[src/design/ucil_pkg.sv]
package ucil_pkg;

  // ----------------------------------------------------------------
  // Widths
  // ----------------------------------------------------------------
  localparam int ADDR_W = 4;
  localparam int LVL_W = 7;
  localparam int TMO_W = 6;

  // ----------------------------------------------------------------
  // Register offsets
  // ----------------------------------------------------------------
  localparam logic [ADDR_W-1:0] OFF_DATA = 4'h0;
  localparam logic [ADDR_W-1:0] OFF_MASK = 4'h1;
  localparam logic [ADDR_W-1:0] OFF_SRC = 4'h2;
  localparam logic [ADDR_W-1:0] OFF_LCR = 4'h3;
  localparam logic [ADDR_W-1:0] OFF_CFG = 4'h4;
  localparam logic [ADDR_W-1:0] OFF_LSR = 4'h5;
  localparam logic [ADDR_W-1:0] OFF_MSR = 4'h6;

  // ----------------------------------------------------------------
  // Field positions and reset values
  // ----------------------------------------------------------------
  localparam int CFG_FIFO_EN = 0;
  localparam int CFG_ENH = 1;
  localparam int CFG_AUTO_CTS = 2;
  localparam int CFG_AUTO_RTS = 3;
  localparam int CFG_PIN_SEL = 4;
  localparam int CFG_RS485 = 5;
  localparam int MSK_RX = 0;
  localparam int MSK_TX = 1;
  localparam int MSK_LS = 2;
  localparam int MSK_MS = 3;
  localparam int MSK_XOFF = 5;
  localparam int MSK_RTS = 6;
  localparam int MSK_CTS = 7;
  localparam logic [7:0] MASK_BASE = 8'h0F;
  localparam logic [7:0] MASK_ENH = 8'hE0;
  localparam logic [7:0] MASK_RST = 8'h00;
  localparam logic [5:0] CFG_RST = 6'h00;
  localparam logic [7:0] LCR_RST = 8'h00;
  localparam logic [1:0] FIFO_ON_BITS = 2'h3;

  // ----------------------------------------------------------------
  // Source codes, bits 5..0
  // ----------------------------------------------------------------
  localparam logic [5:0] SRC_LS = 6'h06;
  localparam logic [5:0] SRC_RX = 6'h04;
  localparam logic [5:0] SRC_TMO = 6'h0C;
  localparam logic [5:0] SRC_TX = 6'h02;
  localparam logic [5:0] SRC_MS = 6'h00;
  localparam logic [5:0] SRC_FLOW = 6'h10;
  localparam logic [5:0] SRC_PIN = 6'h20;
  localparam logic [5:0] SRC_NONE = 6'h01;

  // ----------------------------------------------------------------
  // Receive timeout: chars times (word + start + stop) plus extra bits
  // ----------------------------------------------------------------
  localparam int TMO_CHARS = 4;
  localparam int TMO_EXTRA_BITS = 12;
  localparam int WORD_BASE_BITS = 5;
  localparam int FRAME_BITS = 2;

endpackage

[src/design/ucil_pin_sync.sv]
`timescale 1ns/10ps
`default_nettype none

module ucil_pin_sync (
  input wire logic clk,
  input wire logic reset,
  input wire logic pin,
  output logic level
);

  logic s1_r;
  logic s2_r;
  logic s3_r;

  // A change counts only once the second and third stages agree
  always_ff @(posedge clk) begin
    if (reset) begin
      s1_r <= 1'b1;
      s2_r <= 1'b1;
      s3_r <= 1'b1;
      level <= 1'b1;
    end else begin
      s1_r <= pin;
      s2_r <= s1_r;
      s3_r <= s2_r;
      if (s2_r == s3_r) begin
        level <= s3_r;
      end
    end
  end

endmodule

`default_nettype wire

[src/design/ucil_rx_timer.sv]
`timescale 1ns/10ps
`default_nettype none

module ucil_rx_timer
  import ucil_pkg::*;
(
  input wire logic clk,
  input wire logic reset,
  input wire logic bit_tick,
  input wire logic run,
  input wire logic restart,
  input wire logic [TMO_W-1:0] limit,
  output logic expired
);

  logic [TMO_W-1:0] cnt_r;

  // Counts bit times of silence; any receive activity starts it over
  always_ff @(posedge clk) begin
    if (reset || restart || !run) begin
      cnt_r <= '0;
    end else if (bit_tick && !expired) begin
      cnt_r <= cnt_r + 6'h01;
    end
  end

  always_ff @(posedge clk) begin
    if (reset || restart || !run) begin
      expired <= 1'b0;
    end else if (bit_tick && cnt_r == limit - 6'h01) begin
      expired <= 1'b1;
    end
  end

endmodule

`default_nettype wire

[src/design/ucil_top.sv]
//
// Functional notes
// - FIFO receive interrupt follows trigger level
// - Data ready set on push, cleared empty
// - Status bits 5/6 show transmit emptiness
// - Overrun, head error type, any-FIFO error
// - Mask bit 7 enables CTS rise interrupt
// - Mask bit 6 enables RTS rise interrupt
// - Mask bits 7..5 need enhanced enable
// - Modem interrupt on any delta bit
// - Line interrupt on error, again at head
// - Head error flags only at head
// - Transmit interrupt at trigger and empty
// - Non-FIFO receive and transmit interrupts
// - Source register reports highest priority only
// - Timeout timer, cleared by data read
// - Flow/special characters interrupt, read clears
// - Pin change interrupts under auto flow
// - Wake indication cleared by global read
// - Each source clears on its access
// - Priority codes one to seven
// - Source bits 7:6 show FIFO enable
// - Source bit 0 low when pending
// - Timeout is four chars plus twelve bits
//
`timescale 1ns/10ps
`default_nettype none

module ucil_top
  import ucil_pkg::*;
(
  input wire logic clk,
  input wire logic reset,
  input wire logic [ADDR_W-1:0] addr,
  input wire logic [7:0] wdata,
  input wire logic wr_en,
  input wire logic rd_en,
  output logic [7:0] rdata,
  input wire logic [LVL_W-1:0] rx_level,
  input wire logic [LVL_W-1:0] rx_trigger,
  input wire logic [LVL_W-1:0] tx_level,
  input wire logic [LVL_W-1:0] tx_trigger,
  input wire logic tsr_empty,
  input wire logic rx_push,
  input wire logic rx_push_err,
  input wire logic overrun_event,
  input wire logic [2:0] head_err,
  input wire logic fifo_err_any,
  input wire logic [7:0] rx_head_data,
  input wire logic bit_tick,
  input wire logic [3:0] msr_lines,
  input wire logic [3:0] msr_change,
  input wire logic cts_pin,
  input wire logic dsr_pin,
  input wire logic rts_level,
  input wire logic dtr_level,
  input wire logic xon_det,
  input wire logic xoff_det,
  input wire logic special_det,
  input wire logic sleep_exit,
  input wire logic word0_read,
  output logic rx_pop,
  output logic tx_push,
  output logic [7:0] tx_data,
  output logic irq,
  output logic wake_ind
);

  // ----------------------------------------------------------------
  // Helpers
  // ----------------------------------------------------------------
  function automatic logic hit(input logic [ADDR_W-1:0] a,
                               input logic [ADDR_W-1:0] off);
    hit = (a == off);
  endfunction

  function automatic logic [TMO_W-1:0] tmo_limit(input logic [1:0] wl);
    int bits;
    bits = TMO_CHARS * (WORD_BASE_BITS + int'(wl) + FRAME_BITS);
    tmo_limit = TMO_W'(bits + TMO_EXTRA_BITS);
  endfunction

  // ----------------------------------------------------------------
  // Declarations
  // ----------------------------------------------------------------
  logic [7:0] mask_r;
  logic [5:0] cfg_r;
  logic [7:0] lcr_r;
  logic [7:0] isr_r;
  logic [3:0] delta_r;
  logic ls_flag_r;
  logic overrun_r;
  logic tx_flag_r;
  logic flow_flag_r;
  logic spec_flag_r;
  logic pin_flag_r;
  logic tx_below_d_r;
  logic tx_empty_d_r;
  logic pop_d_r;
  logic rts_d_r;
  logic dtr_d_r;
  logic cts_d_r;
  logic dsr_d_r;
  logic cts_sync;
  logic dsr_sync;
  logic tmo_expired;

  logic fifo_en;
  logic rd_data;
  logic rd_src;
  logic rd_lsr;
  logic rd_msr;
  logic wr_data;
  logic data_ready;
  logic tx_empty_cond;
  logic tx_below;
  logic tx_set;
  logic rx_cond;
  logic p_ls;
  logic p_rx;
  logic p_tmo;
  logic p_tx;
  logic p_ms;
  logic p_flow;
  logic p_pin;
  logic [5:0] code_nxt;
  logic [7:0] lsr_val;
  logic [7:0] rdata_nxt;
  logic flow_raise;
  logic in_rise;
  logic out_rise;

  assign fifo_en = cfg_r[CFG_FIFO_EN];
  assign rd_data = rd_en && hit(addr, OFF_DATA);
  assign rd_src = rd_en && hit(addr, OFF_SRC);
  assign rd_lsr = rd_en && hit(addr, OFF_LSR);
  assign rd_msr = rd_en && hit(addr, OFF_MSR);
  assign wr_data = wr_en && hit(addr, OFF_DATA);

  // ----------------------------------------------------------------
  // Pin inputs
  // ----------------------------------------------------------------
  ucil_pin_sync u_cts_sync (
    .clk(clk),
    .reset(reset),
    .pin(cts_pin),
    .level(cts_sync)
  );

  ucil_pin_sync u_dsr_sync (
    .clk(clk),
    .reset(reset),
    .pin(dsr_pin),
    .level(dsr_sync)
  );

  // ----------------------------------------------------------------
  // Software registers
  // ----------------------------------------------------------------
  always_ff @(posedge clk) begin
    if (reset) begin
      mask_r <= MASK_RST;
    end else if (wr_en && hit(addr, OFF_MASK)) begin
      if (cfg_r[CFG_ENH]) begin
        mask_r <= wdata & (MASK_BASE | MASK_ENH);
      end else begin
        mask_r <= (wdata & MASK_BASE) | (mask_r & MASK_ENH);
      end
    end
  end

  always_ff @(posedge clk) begin
    if (reset) begin
      cfg_r <= CFG_RST;
    end else if (wr_en && hit(addr, OFF_CFG)) begin
      cfg_r <= wdata[5:0];
    end
  end

  always_ff @(posedge clk) begin
    if (reset) begin
      lcr_r <= LCR_RST;
    end else if (wr_en && hit(addr, OFF_LCR)) begin
      lcr_r <= wdata;
    end
  end

  // Data port: reads pop the receive head, writes push transmit data
  always_ff @(posedge clk) begin
    if (reset) begin
      rx_pop <= 1'b0;
      tx_push <= 1'b0;
      tx_data <= 8'h00;
    end else begin
      rx_pop <= rd_data && data_ready;
      tx_push <= wr_data;
      if (wr_data) begin
        tx_data <= wdata;
      end
    end
  end

  // ----------------------------------------------------------------
  // Line status
  // ----------------------------------------------------------------
  // level nonzero
  assign data_ready = (rx_level != '0);

  always_comb begin
    lsr_val = 8'h00;
    lsr_val[0] = data_ready;
    lsr_val[1] = overrun_r;
    lsr_val[4:2] = data_ready ? head_err : 3'h0;
    lsr_val[5] = (tx_level == '0);
    lsr_val[6] = (tx_level == '0) && tsr_empty;
    lsr_val[7] = fifo_en && fifo_err_any;
  end

  always_ff @(posedge clk) begin
    if (reset) begin
      overrun_r <= 1'b0;
    end else if (overrun_event) begin
      overrun_r <= 1'b1;
    end else if (rd_lsr) begin
      overrun_r <= 1'b0;
    end
  end

  always_ff @(posedge clk) begin
    if (reset) begin
      pop_d_r <= 1'b0;
    end else begin
      pop_d_r <= rx_pop;
    end
  end

  // Head status is valid one cycle after the pop reaches the FIFO
  always_ff @(posedge clk) begin
    if (reset) begin
      ls_flag_r <= 1'b0;
    end else if ((rx_push && rx_push_err) || overrun_event ||
                 (pop_d_r && data_ready && head_err != 3'h0)) begin
      ls_flag_r <= 1'b1;
    end else if (rd_lsr) begin
      ls_flag_r <= 1'b0;
    end
  end

  // ----------------------------------------------------------------
  // Receive ready and timeout
  // ----------------------------------------------------------------
  // trigger level compare
  assign rx_cond = fifo_en ? (rx_level >= rx_trigger) : data_ready;

  ucil_rx_timer u_rx_timer (
    .clk(clk),
    .reset(reset),
    .bit_tick(bit_tick),
    .run(fifo_en && data_ready),
    .restart(rx_push || rd_data),
    .limit(tmo_limit(lcr_r[1:0])),
    .expired(tmo_expired)
  );

  // ----------------------------------------------------------------
  // Transmit ready
  // ----------------------------------------------------------------
  // second issue waits for shifter
  assign tx_empty_cond = (fifo_en && cfg_r[CFG_RS485]) ?
                         ((tx_level == '0) && tsr_empty) : (tx_level == '0);
  assign tx_below = tx_level < tx_trigger;
  assign tx_set = (tx_empty_cond && !tx_empty_d_r) ||
                  (fifo_en && tx_below && !tx_below_d_r);

  always_ff @(posedge clk) begin
    if (reset) begin
      tx_below_d_r <= 1'b1;
      tx_empty_d_r <= 1'b1;
    end else begin
      tx_below_d_r <= tx_below;
      tx_empty_d_r <= tx_empty_cond;
    end
  end

  always_ff @(posedge clk) begin
    if (reset) begin
      tx_flag_r <= 1'b0;
    end else if (tx_set) begin
      tx_flag_r <= 1'b1;
    end else if ((rd_src && isr_r[5:0] == SRC_TX) || wr_data) begin
      tx_flag_r <= 1'b0;
    end
  end

  // ----------------------------------------------------------------
  // Modem status deltas and pin changes
  // ----------------------------------------------------------------
  always_ff @(posedge clk) begin
    if (reset) begin
      delta_r <= 4'h0;
    end else begin
      delta_r <= (rd_msr ? 4'h0 : delta_r) | msr_change;
    end
  end

  always_ff @(posedge clk) begin
    if (reset) begin
      rts_d_r <= 1'b1;
      dtr_d_r <= 1'b1;
      cts_d_r <= 1'b1;
      dsr_d_r <= 1'b1;
    end else begin
      rts_d_r <= rts_level;
      dtr_d_r <= dtr_level;
      cts_d_r <= cts_sync;
      dsr_d_r <= dsr_sync;
    end
  end

  // Pair select picks CTS/RTS or DSR/DTR
  assign in_rise = cfg_r[CFG_PIN_SEL] ? (dsr_sync && !dsr_d_r) : (cts_sync && !cts_d_r);
  assign out_rise = cfg_r[CFG_PIN_SEL] ? (dtr_level && !dtr_d_r) :
                    (rts_level && !rts_d_r);

  always_ff @(posedge clk) begin
    if (reset) begin
      pin_flag_r <= 1'b0;
    end else if ((in_rise && mask_r[MSK_CTS] && cfg_r[CFG_AUTO_CTS]) ||
                 (out_rise && mask_r[MSK_RTS] && cfg_r[CFG_AUTO_RTS])) begin
      pin_flag_r <= 1'b1;
    end else if (rd_msr) begin
      pin_flag_r <= 1'b0;
    end
  end

  // ----------------------------------------------------------------
  // Flow control and special characters
  // ----------------------------------------------------------------
  assign flow_raise = mask_r[MSK_XOFF];

  always_ff @(posedge clk) begin
    if (reset) begin
      flow_flag_r <= 1'b0;
    end else if (flow_raise && (xon_det || xoff_det)) begin
      flow_flag_r <= 1'b1;
    end else if (rd_src && isr_r[5:0] == SRC_FLOW) begin
      flow_flag_r <= 1'b0;
    end
  end

  always_ff @(posedge clk) begin
    if (reset) begin
      spec_flag_r <= 1'b0;
    // special also cleared by next char
    end else if (flow_raise && special_det) begin
      spec_flag_r <= 1'b1;
    end else if ((rd_src && isr_r[5:0] == SRC_FLOW) || rx_push) begin
      spec_flag_r <= 1'b0;
    end
  end

  // ----------------------------------------------------------------
  // Wake indication
  // ----------------------------------------------------------------
  always_ff @(posedge clk) begin
    if (reset) begin
      wake_ind <= 1'b0;
    end else if (sleep_exit) begin
      wake_ind <= 1'b1;
    end else if (word0_read) begin
      wake_ind <= 1'b0;
    end
  end

  // ----------------------------------------------------------------
  // Prioritised source
  // ----------------------------------------------------------------
  assign p_ls = ls_flag_r && mask_r[MSK_LS];
  assign p_rx = rx_cond && mask_r[MSK_RX];
  assign p_tmo = tmo_expired && mask_r[MSK_RX];
  assign p_tx = tx_flag_r && mask_r[MSK_TX];
  assign p_ms = (delta_r != 4'h0) && mask_r[MSK_MS];
  assign p_flow = flow_flag_r || spec_flag_r;
  assign p_pin = pin_flag_r;

  always_comb begin
    if (p_ls) begin
      code_nxt = SRC_LS;
    end else if (p_rx) begin
      code_nxt = SRC_RX;
    end else if (p_tmo) begin
      code_nxt = SRC_TMO;
    end else if (p_tx) begin
      code_nxt = SRC_TX;
    end else if (p_ms) begin
      code_nxt = SRC_MS;
    end else if (p_flow) begin
      code_nxt = SRC_FLOW;
    end else if (p_pin) begin
      code_nxt = SRC_PIN;
    end else begin
      code_nxt = SRC_NONE;
    end
  end

  always_ff @(posedge clk) begin
    if (reset) begin
      isr_r <= {2'h0, SRC_NONE};
    end else begin
      isr_r <= {fifo_en ? FIFO_ON_BITS : 2'h0, code_nxt};
    end
  end

  // Request follows the registered source, so it lags events one cycle
  always_ff @(posedge clk) begin
    if (reset) begin
      irq <= 1'b0;
    end else begin
      irq <= (code_nxt != SRC_NONE);
    end
  end

  // ----------------------------------------------------------------
  // Read data
  // ----------------------------------------------------------------
  always_comb begin
    rdata_nxt = 8'h00;
    if (!rd_en) begin
      rdata_nxt = 8'h00;
    end else if (hit(addr, OFF_DATA)) begin
      rdata_nxt = rx_head_data;
    end else if (hit(addr, OFF_MASK)) begin
      rdata_nxt = mask_r;
    end else if (hit(addr, OFF_SRC)) begin
      rdata_nxt = isr_r;
    end else if (hit(addr, OFF_LCR)) begin
      rdata_nxt = lcr_r;
    end else if (hit(addr, OFF_CFG)) begin
      rdata_nxt = {2'h0, cfg_r};
    end else if (hit(addr, OFF_LSR)) begin
      rdata_nxt = lsr_val;
    end else if (hit(addr, OFF_MSR)) begin
      rdata_nxt = {msr_lines, delta_r};
    end
  end

  always_ff @(posedge clk) begin
    if (reset) begin
      rdata <= 8'h00;
    end else begin
      rdata <= rdata_nxt;
    end
  end

endmodule

`default_nettype wire

[config.mk]
export PLATFORM = sky130hd
export DESIGN_NAME = ucil_top
export DESIGN_NICKNAME = d
export VERILOG_FILES = /design/src/design/ucil_pkg.sv /design/src/design/ucil_pin_sync.sv /design/src/design/ucil_rx_timer.sv /design/src/design/ucil_top.sv
export SDC_FILE = /design/constraint.sdc
export NUM_CORES = 1
export LEC_CHECK = 0
export ABC_AREA = 1
export BUFFER_PORTS_ARGS = -buffer_cell sky130_fd_sc_hd__buf_2
export CAP_MARGIN = 20
export CORE_UTILIZATION = 58
export DETAILED_ROUTE_END_ITERATION = 10
export PLACE_DENSITY = 0.85
export SLEW_MARGIN = 20
export SYNTH_ARGS = -nofsm -noshare
export SYNTH_HDL_FRONTEND = slang
export SYNTH_HIERARCHICAL = 1
export SYNTH_SLANG_ARGS = --single-unit
[constraint.sdc]
create_clock -name clk -period 2.5 [get_ports clk]
set_input_delay 0.125 -clock clk [delete_from_list [all_inputs] [get_ports clk]]
set_output_delay 0.125 -clock clk [all_outputs]
set_load 0.03 [all_outputs]
### Yosys cells after proc, flatten, opt, wreduce, memory -nomap -nowiden

Index checks and enable logic that the tools add are counted.

| word-level totals | value |
|---|---|
| register bits | 82 |
| bits in latches | 0 |
| memory bits (writable) | 0 |
| ROM bits | 0 |
| input port bits | 78 |
| output and inout port bits | 20 |
| logic and storage cells | 161 |
| memories | 0 |

| operators by class | value |
|---|---|
| $add $sub $neg | 5 |
| $mul | 0 |
| divide/modulo/power cells | 0 |
| $lt $le $gt $ge | 2 |
| eq/ne operators | 12 |
| shift operators | 0 |
| muxes and demuxes | 35 |
| bitwise gates (word level) | 3 |
| reduce and logical (&&, ||, !) cells | 70 |

Operator list:

| cell | count |
|---|---|
| 2-to-1 mux 8 bit | 8 |
| 2-to-1 mux 6 bit | 7 |
| logical AND 1 bit | 38 |
| 2-to-1 mux 1 bit | 17 |
| nonzero test 2 bit | 7 |
| equality test 4 x 3 -> 1 bit, second input constant | 3 |
| logical OR 1 bit | 11 |
| equality test 4 x 2 -> 1 bit, second input constant | 2 |
| logical NOT 1 bit | 8 |
| bitwise OR 4 x 8 -> 8 bit | 1 |
| >= comparator 7 bit | 1 |
| logical NOT 7 bit | 1 |
| less-than comparator 7 bit | 1 |
| nonzero test 7 bit | 1 |
| adder 6 x 1 -> 6 bit, second input constant | 1 |
| adder 6 x 4 -> 6 bit, second input constant | 1 |
| equality test 6 x 2 -> 1 bit, second input constant | 1 |
| equality test 6 x 5 -> 1 bit, second input constant | 1 |
| equality test 6 bit | 1 |
| != test 6 x 1 -> 1 bit, second input constant | 1 |
| subtractor 6 x 1 -> 6 bit, second input constant | 1 |
| adder 3 x 2 -> 4 bit, first input constant | 1 |
| adder 4 x 2 -> 4 bit, second input constant | 1 |
| equality test 4 x 1 -> 1 bit, second input constant | 1 |
| 10 further kinds | 11 |

### Depth between registers and ports, before layout

| logic depth | value |
|---|---|
| word-level depth | 8 |
| depth in mapped cells | 11 |
| depth with buffers taken out | 11 |

### Cells and area by module

Netlist, hierarchy kept.

By module, submodules not included:

| module | instances | cells each | area each (µm²) | seq. area each (µm²) |
|---|---|---|---|---|
| ucil_top | 1 | 465 | 3253.1 | 1301.2 |
| ucil_rx_timer | 1 | 91 | 544.3 | 140.1 |
| ucil_pin_sync | 2 | 15 | 128.9 | 80.1 |

### Least setup slack after synthesis

No wires, ideal clock.

| timing | value |
|---|---|
| kind | register to register |
| start point | reg lcr_r[0] |
| end point | reg u_rx_timer.expired |
| library setup time | 0.070 ns |
| data arrival time | 1.552 ns |
| required time | 2.430 ns |
| path slack | 0.879 ns |
| cell stages (with the launch flop) | 10 |
| buffers on the path | 0 |
| period minus slack after synthesis | 1.621 ns |
| cell sequence | dfxtp_1 -> inv_1 -> ha_1 -> xnor2_1 -> inv_1 -> nand2_1 -> nand3_1 -> a21oi_2 -> nand3_1 -> a21oi_1 |

| on the way | value |
|---|---|
| longest elaborated chain between the ends | 6 |

RTL lines:

| element | line | RTL |
|---|---|---|
| start, declared | ucil_top.sv:88 | `logic [7:0] lcr_r;` |
| start signal, assigned | ucil_top.sv:184 | `lcr_r <= wdata;` |
| adder 3 x 2 -> 4 bit | ucil_top.sv:79 | `bits = TMO_CHARS * (WORD_BASE_BITS + int'(wl) + FRAME_BITS);` |
| adder 4 x 2 -> 4 bit | ucil_top.sv:79 |  |
| adder 6 x 4 -> 6 bit | ucil_top.sv:80 | `tmo_limit = TMO_W'(bits + TMO_EXTRA_BITS);` |
| subtractor 6 x 1 -> 6 bit | ucil_rx_timer.sv:30 | `end else if (bit_tick && cnt_r == limit - 6'h01) begin` |
| equality test 6 bit | ucil_rx_timer.sv:30 |  |
| logical AND 1 bit | ucil_rx_timer.sv:30 |  |
| end signal, assigned | ucil_rx_timer.sv:29 | `expired <= 1'b0;` |
| end signal, assigned | ucil_rx_timer.sv:31 | `expired <= 1'b1;` |
| end, declared | ucil_rx_timer.sv:13 | `output logic expired` |

No other way between the ends.
A chain may end at the register's enable or synchronous reset.

### Worst setup path in the final report

Same ends and word-level chain as after synthesis.

==> results.txt <==
----------------------------------------------------
[GRT]
  GR peak layer ... met2
  Vias in the first global route ... 3901
  GRT Resource Usage Total ... 0.305
  Routing usage on met1 ... 0.376
  Antenna violations before repair ... 0
  Sum of overflow across all layers after global routing ... 0
  GR Layer Usage met2 ... 0.519
  Met3 routing resource usage after global routing ... 0.0558
  Pin count of the biggest net entering global routing ... 30
  Wire length of the first global-routing pass ... 17500 µm

[Worst setup path]
  Type of element capturing the critical path ... flip-flop
  Required arrival time at the worst endpoint ... 2.79 ns
  FF-to-FF End ... u_rx_timer/expired$_SDFFE_PP0P_
  Register-to-register path setup slack ... 0.57 ns
  R2R depth ... 9
  CP Data Arrival Time ... 2.23 ns
  Worst reg2reg path startpoint ... lcr_r[0]$_SDFFE_PP0P_
  Launching element of the worst setup path ... lcr_r[0]$_SDFFE_PP0P_
  Category of the worst setup path launch point ... flip-flop
  Peak fanout along the critical path ... 7
  Type of the setup path with the least slack ... flip-flop to flip-flop

[Synthesis]
  Fraction of synthesized cell area taken by the top area cell type ... 0.395
  Ys Warns ... 6
  Share of the yosys chip area belonging to registers ... 0.395
  Synth Register Bits ... 80
  Most area-consuming cells after synthesis ... dfxtp_1 (39%), nand2_1 (14%), inv_1 (7.7%), a21oi_1 (7.0%), ha_1 (5.6%)
  Number of flops mapped to enable cells by yosys ... 0
  Primary flip-flop cell chosen by synthesis mapping ... dfxtp_1
  Most frequently used cell type in the post-synthesis netlist ... nand2_1
  Yosys cell types ... 39
  Post-Syn Area ... 4060 µm²
  Cell types with the highest counts after synthesis ... nand2_1 (151), inv_1 (83), dfxtp_1 (80), a21oi_1 (57), nor2_1 (50)
  Library cell with the largest summed area after synthesis ... dfxtp_1
  Avg Inst Size Synth ... 6.92 µm²
  Number of instances in the synthesized netlist ... 586
  Async S/R FF share, synth ... 0

[Run status]
  Status ... finished clean

[Floorplan]
  Die extent in x ... 85.6 µm
  Core region area ... 6760 µm²
  Chip height ... 85.6 µm
  Area of the die ... 7330 µm²
  Starting density of the core ... 0.600
  Floorplan row count ... 30
  Boundary Pins ... 98

[Flow run]
  Max-cap check violation count ... 0

[STA]
  Time the final worst path needs with I/O delays and setup ... 1.93 ns
  Final hold viol count ... 0
  Upper clock frequency limit ... 0.518 GHz
  Share of the clock period used by the worst path ... 0.773
  Unrepaired setup endpoints after global routing ... false
  Headroom to the max-slew limit ... 0.584
  Worst Skew ... 0.0143 ns
  Final Max Slew Viols ... 0
  Slew of the pin with the lowest slew margin ... 0.624 ns
  Total Neg Setup Slack ... 0 ns
  Final setup violation count ... 0

[Clock network]
  Clock slew at reported path FFs ... 0.09 ns
  Maximum count of clock buffers along a single path ... 2
  Number of clock sinks ... 80
  Post-CTS Repair Setup Buffers ... 0
  Later-pin clock latency in the skew report ... 0.37 ns
  CTS tree ... built
  # H-tree levels ... 3
  Root buf cell ... clkbuf_8
  Number of clock buffers inserted by TritonCTS ... 9

[Layout]
  Inserted Diodes ... 0
  # nets final ... 794
  Non-Filler Instances ... 783
  Fraction of final layout cells with drive strength greater than 1 ... 0.201
  Area growth from synthesis to layout ... 21.4%

[Routing]
  Final wirelength ... 10700 µm
  Post-DRT Antenna Nets ... 0
  Violation count after the first detailed-route iteration ... 453
  Number of remaining DRC errors ... 0
  Total number of vias ... 4195
  Average routed wire per standard cell ... 13.7 µm
  Drt first pass iters ... 6
  Post-DR vias/cell ... 5.36

[Placed design]
  # port buffers ... 97
  Routability congestion estimate ... 0.887
  HPWL reported at the end of detailed placement ... 7920 µm
  Number of placed instances, taps included ... 758

[Power]
  Static Leakage ... 2.40 nW
  Worst IR drop on VDD ... 406 µV
  Power density of the placed cells ... 539 nW/µm²

[Min path]
  Worst hold endpoint ... tx_empty_d_r$_SDFF_PP1_
  Depth of the worst hold-timing path ... 3
  Class of the tightest hold or removal check ... primary input to flip-flop
  HP Start ... tsr_empty

----------------------------------------------------
==> registers in the layout, indices dropped and copies added (netlist names), 4 cells and up <==
register	flops
lcr_r	8
rdata	8
tx_data	8
isr_r	7
mask_r	7
cfg_r	6
u_rx_timer/cnt_r	6
delta_r	4
==> area by class of cell <==
class	count	area (µm²)
Fill cell	526	1830
Timing Repair Buffer	109	598
Clock buffer	10	138
Inverter	86	323
Multi-Input combinational cell	412	2090
Sequential cell	80	1600
Clock inverter	6	72.6
Tap cell	80	100
==> logic make-up after synthesis <==
logic type / after synthesis / synth area share
buf+inv: 98 / 0.0935
fa+ha+maj: 18 / 0.0555
simple gates: 291 / 0.322
compound gates: 91 / 0.118
other cells: 1 / 0.000925
xor+xnor: 7 / 0.0151
flops: 80 / 0.395
==> worst max path at each step <==
stage,to,slack (ns),cells after the start
floorplan,u_rx_timer/expired$_SDFFE_PP0P_,0.88,9
global placement,u_rx_timer/expired$_SDFFE_PP0P_,0.80,9
detailed placement,u_rx_timer/expired$_SDFFE_PP0P_,0.65,9
CTS,u_rx_timer/expired$_SDFFE_PP0P_,0.61,9
global route,u_rx_timer/expired$_SDFFE_PP0P_,0.33,9
finish,u_rx_timer/expired$_SDFFE_PP0P_,0.57,9
==> where the power goes <==
group	switching, mW	leakage (nW)	internal (mW)
Combinational	0.192	1.64	0.129
Clock	0.515	0.104	0.501
Sequential	0.0154	0.650	1.30
==> what timing repair did <==
action	in CTS	in global routing
endpoints found under the hold margin	9	0
gates resized for setup	0	0
hold buffers	9	0
==> routing by layer <==
metal | up-vias | wire (µm)
li1 | 2079 | -
met1 | 1854 | 4490
met2 | 216 | 5050
met3 | 46 | 793
met4 | 0 | 373
met5 | - | 0
==> per-stage QoR <==
stage / total power [mW] / utilization / cell area (µm²) / setup WS, ns / hold slack, ns
3_5_place_dp: 1.65 / 0.684 / 4620 / 0.653 / 0.311
3_3_place_gp: 1.64 / 0.684 / 4620 / 0.797 / 0.307
4_1_cts: 2.65 / 0.729 / 4920 / 0.610 / 0.00423
5_1_grt: 2.76 / 0.729 / 4920 / 0.333 / 0.0169
6_report: 2.65 / 0.729 / 4920 / 0.568 / 0.00586
2_1_floorplan: 1.52 / - / 4070 / 0.879 / 0.205
==> layout by cell type (no fill, tap or decap), types with 3 or more instances in the layout <==
| cell | netlist | routed |
|---|---|---|
| nand2_1 | 151 | 151 |
| buf_2 | 3 | 97 |
| inv_1 | 83 | 83 |
| dfxtp_1 | 80 | 80 |
| a21oi_1 | 57 | 57 |
| nor2_1 | 50 | 50 |
| nand3_1 | 43 | 43 |
| o21ai_0 | 26 | 26 |
| ha_1 | 18 | 18 |
| clkbuf_8 | 0 | 10 |
| dlygate4sd3_1 | 0 | 9 |
| nand4_1 | 8 | 8 |
| or2_2 | 6 | 6 |
| nor2_4 | 5 | 5 |
| nor3_1 | 5 | 5 |
| conb_1 | 1 | 5 |
| xnor2_1 | 4 | 4 |
| nand2_2 | 4 | 4 |
| nor2_2 | 4 | 4 |
| nand3b_1 | 4 | 4 |
| or2_1 | 4 | 4 |
| inv_6 | 0 | 3 |
| buf_4 | 2 | 3 |
| xor2_1 | 3 | 3 |
==> critical path: stages, from the launching register on <==
cell and delay (ns):
dfxtp_1 0.45, inv_1 0.12, ha_1 0.32, xnor2_1 0.33
inv_1 0.11, nand2_1 0.10, nand3_1 0.10, a21oi_2 0.13
nand3_1 0.08, a21oi_1 0.12
(Power assumes the default switching activity.)
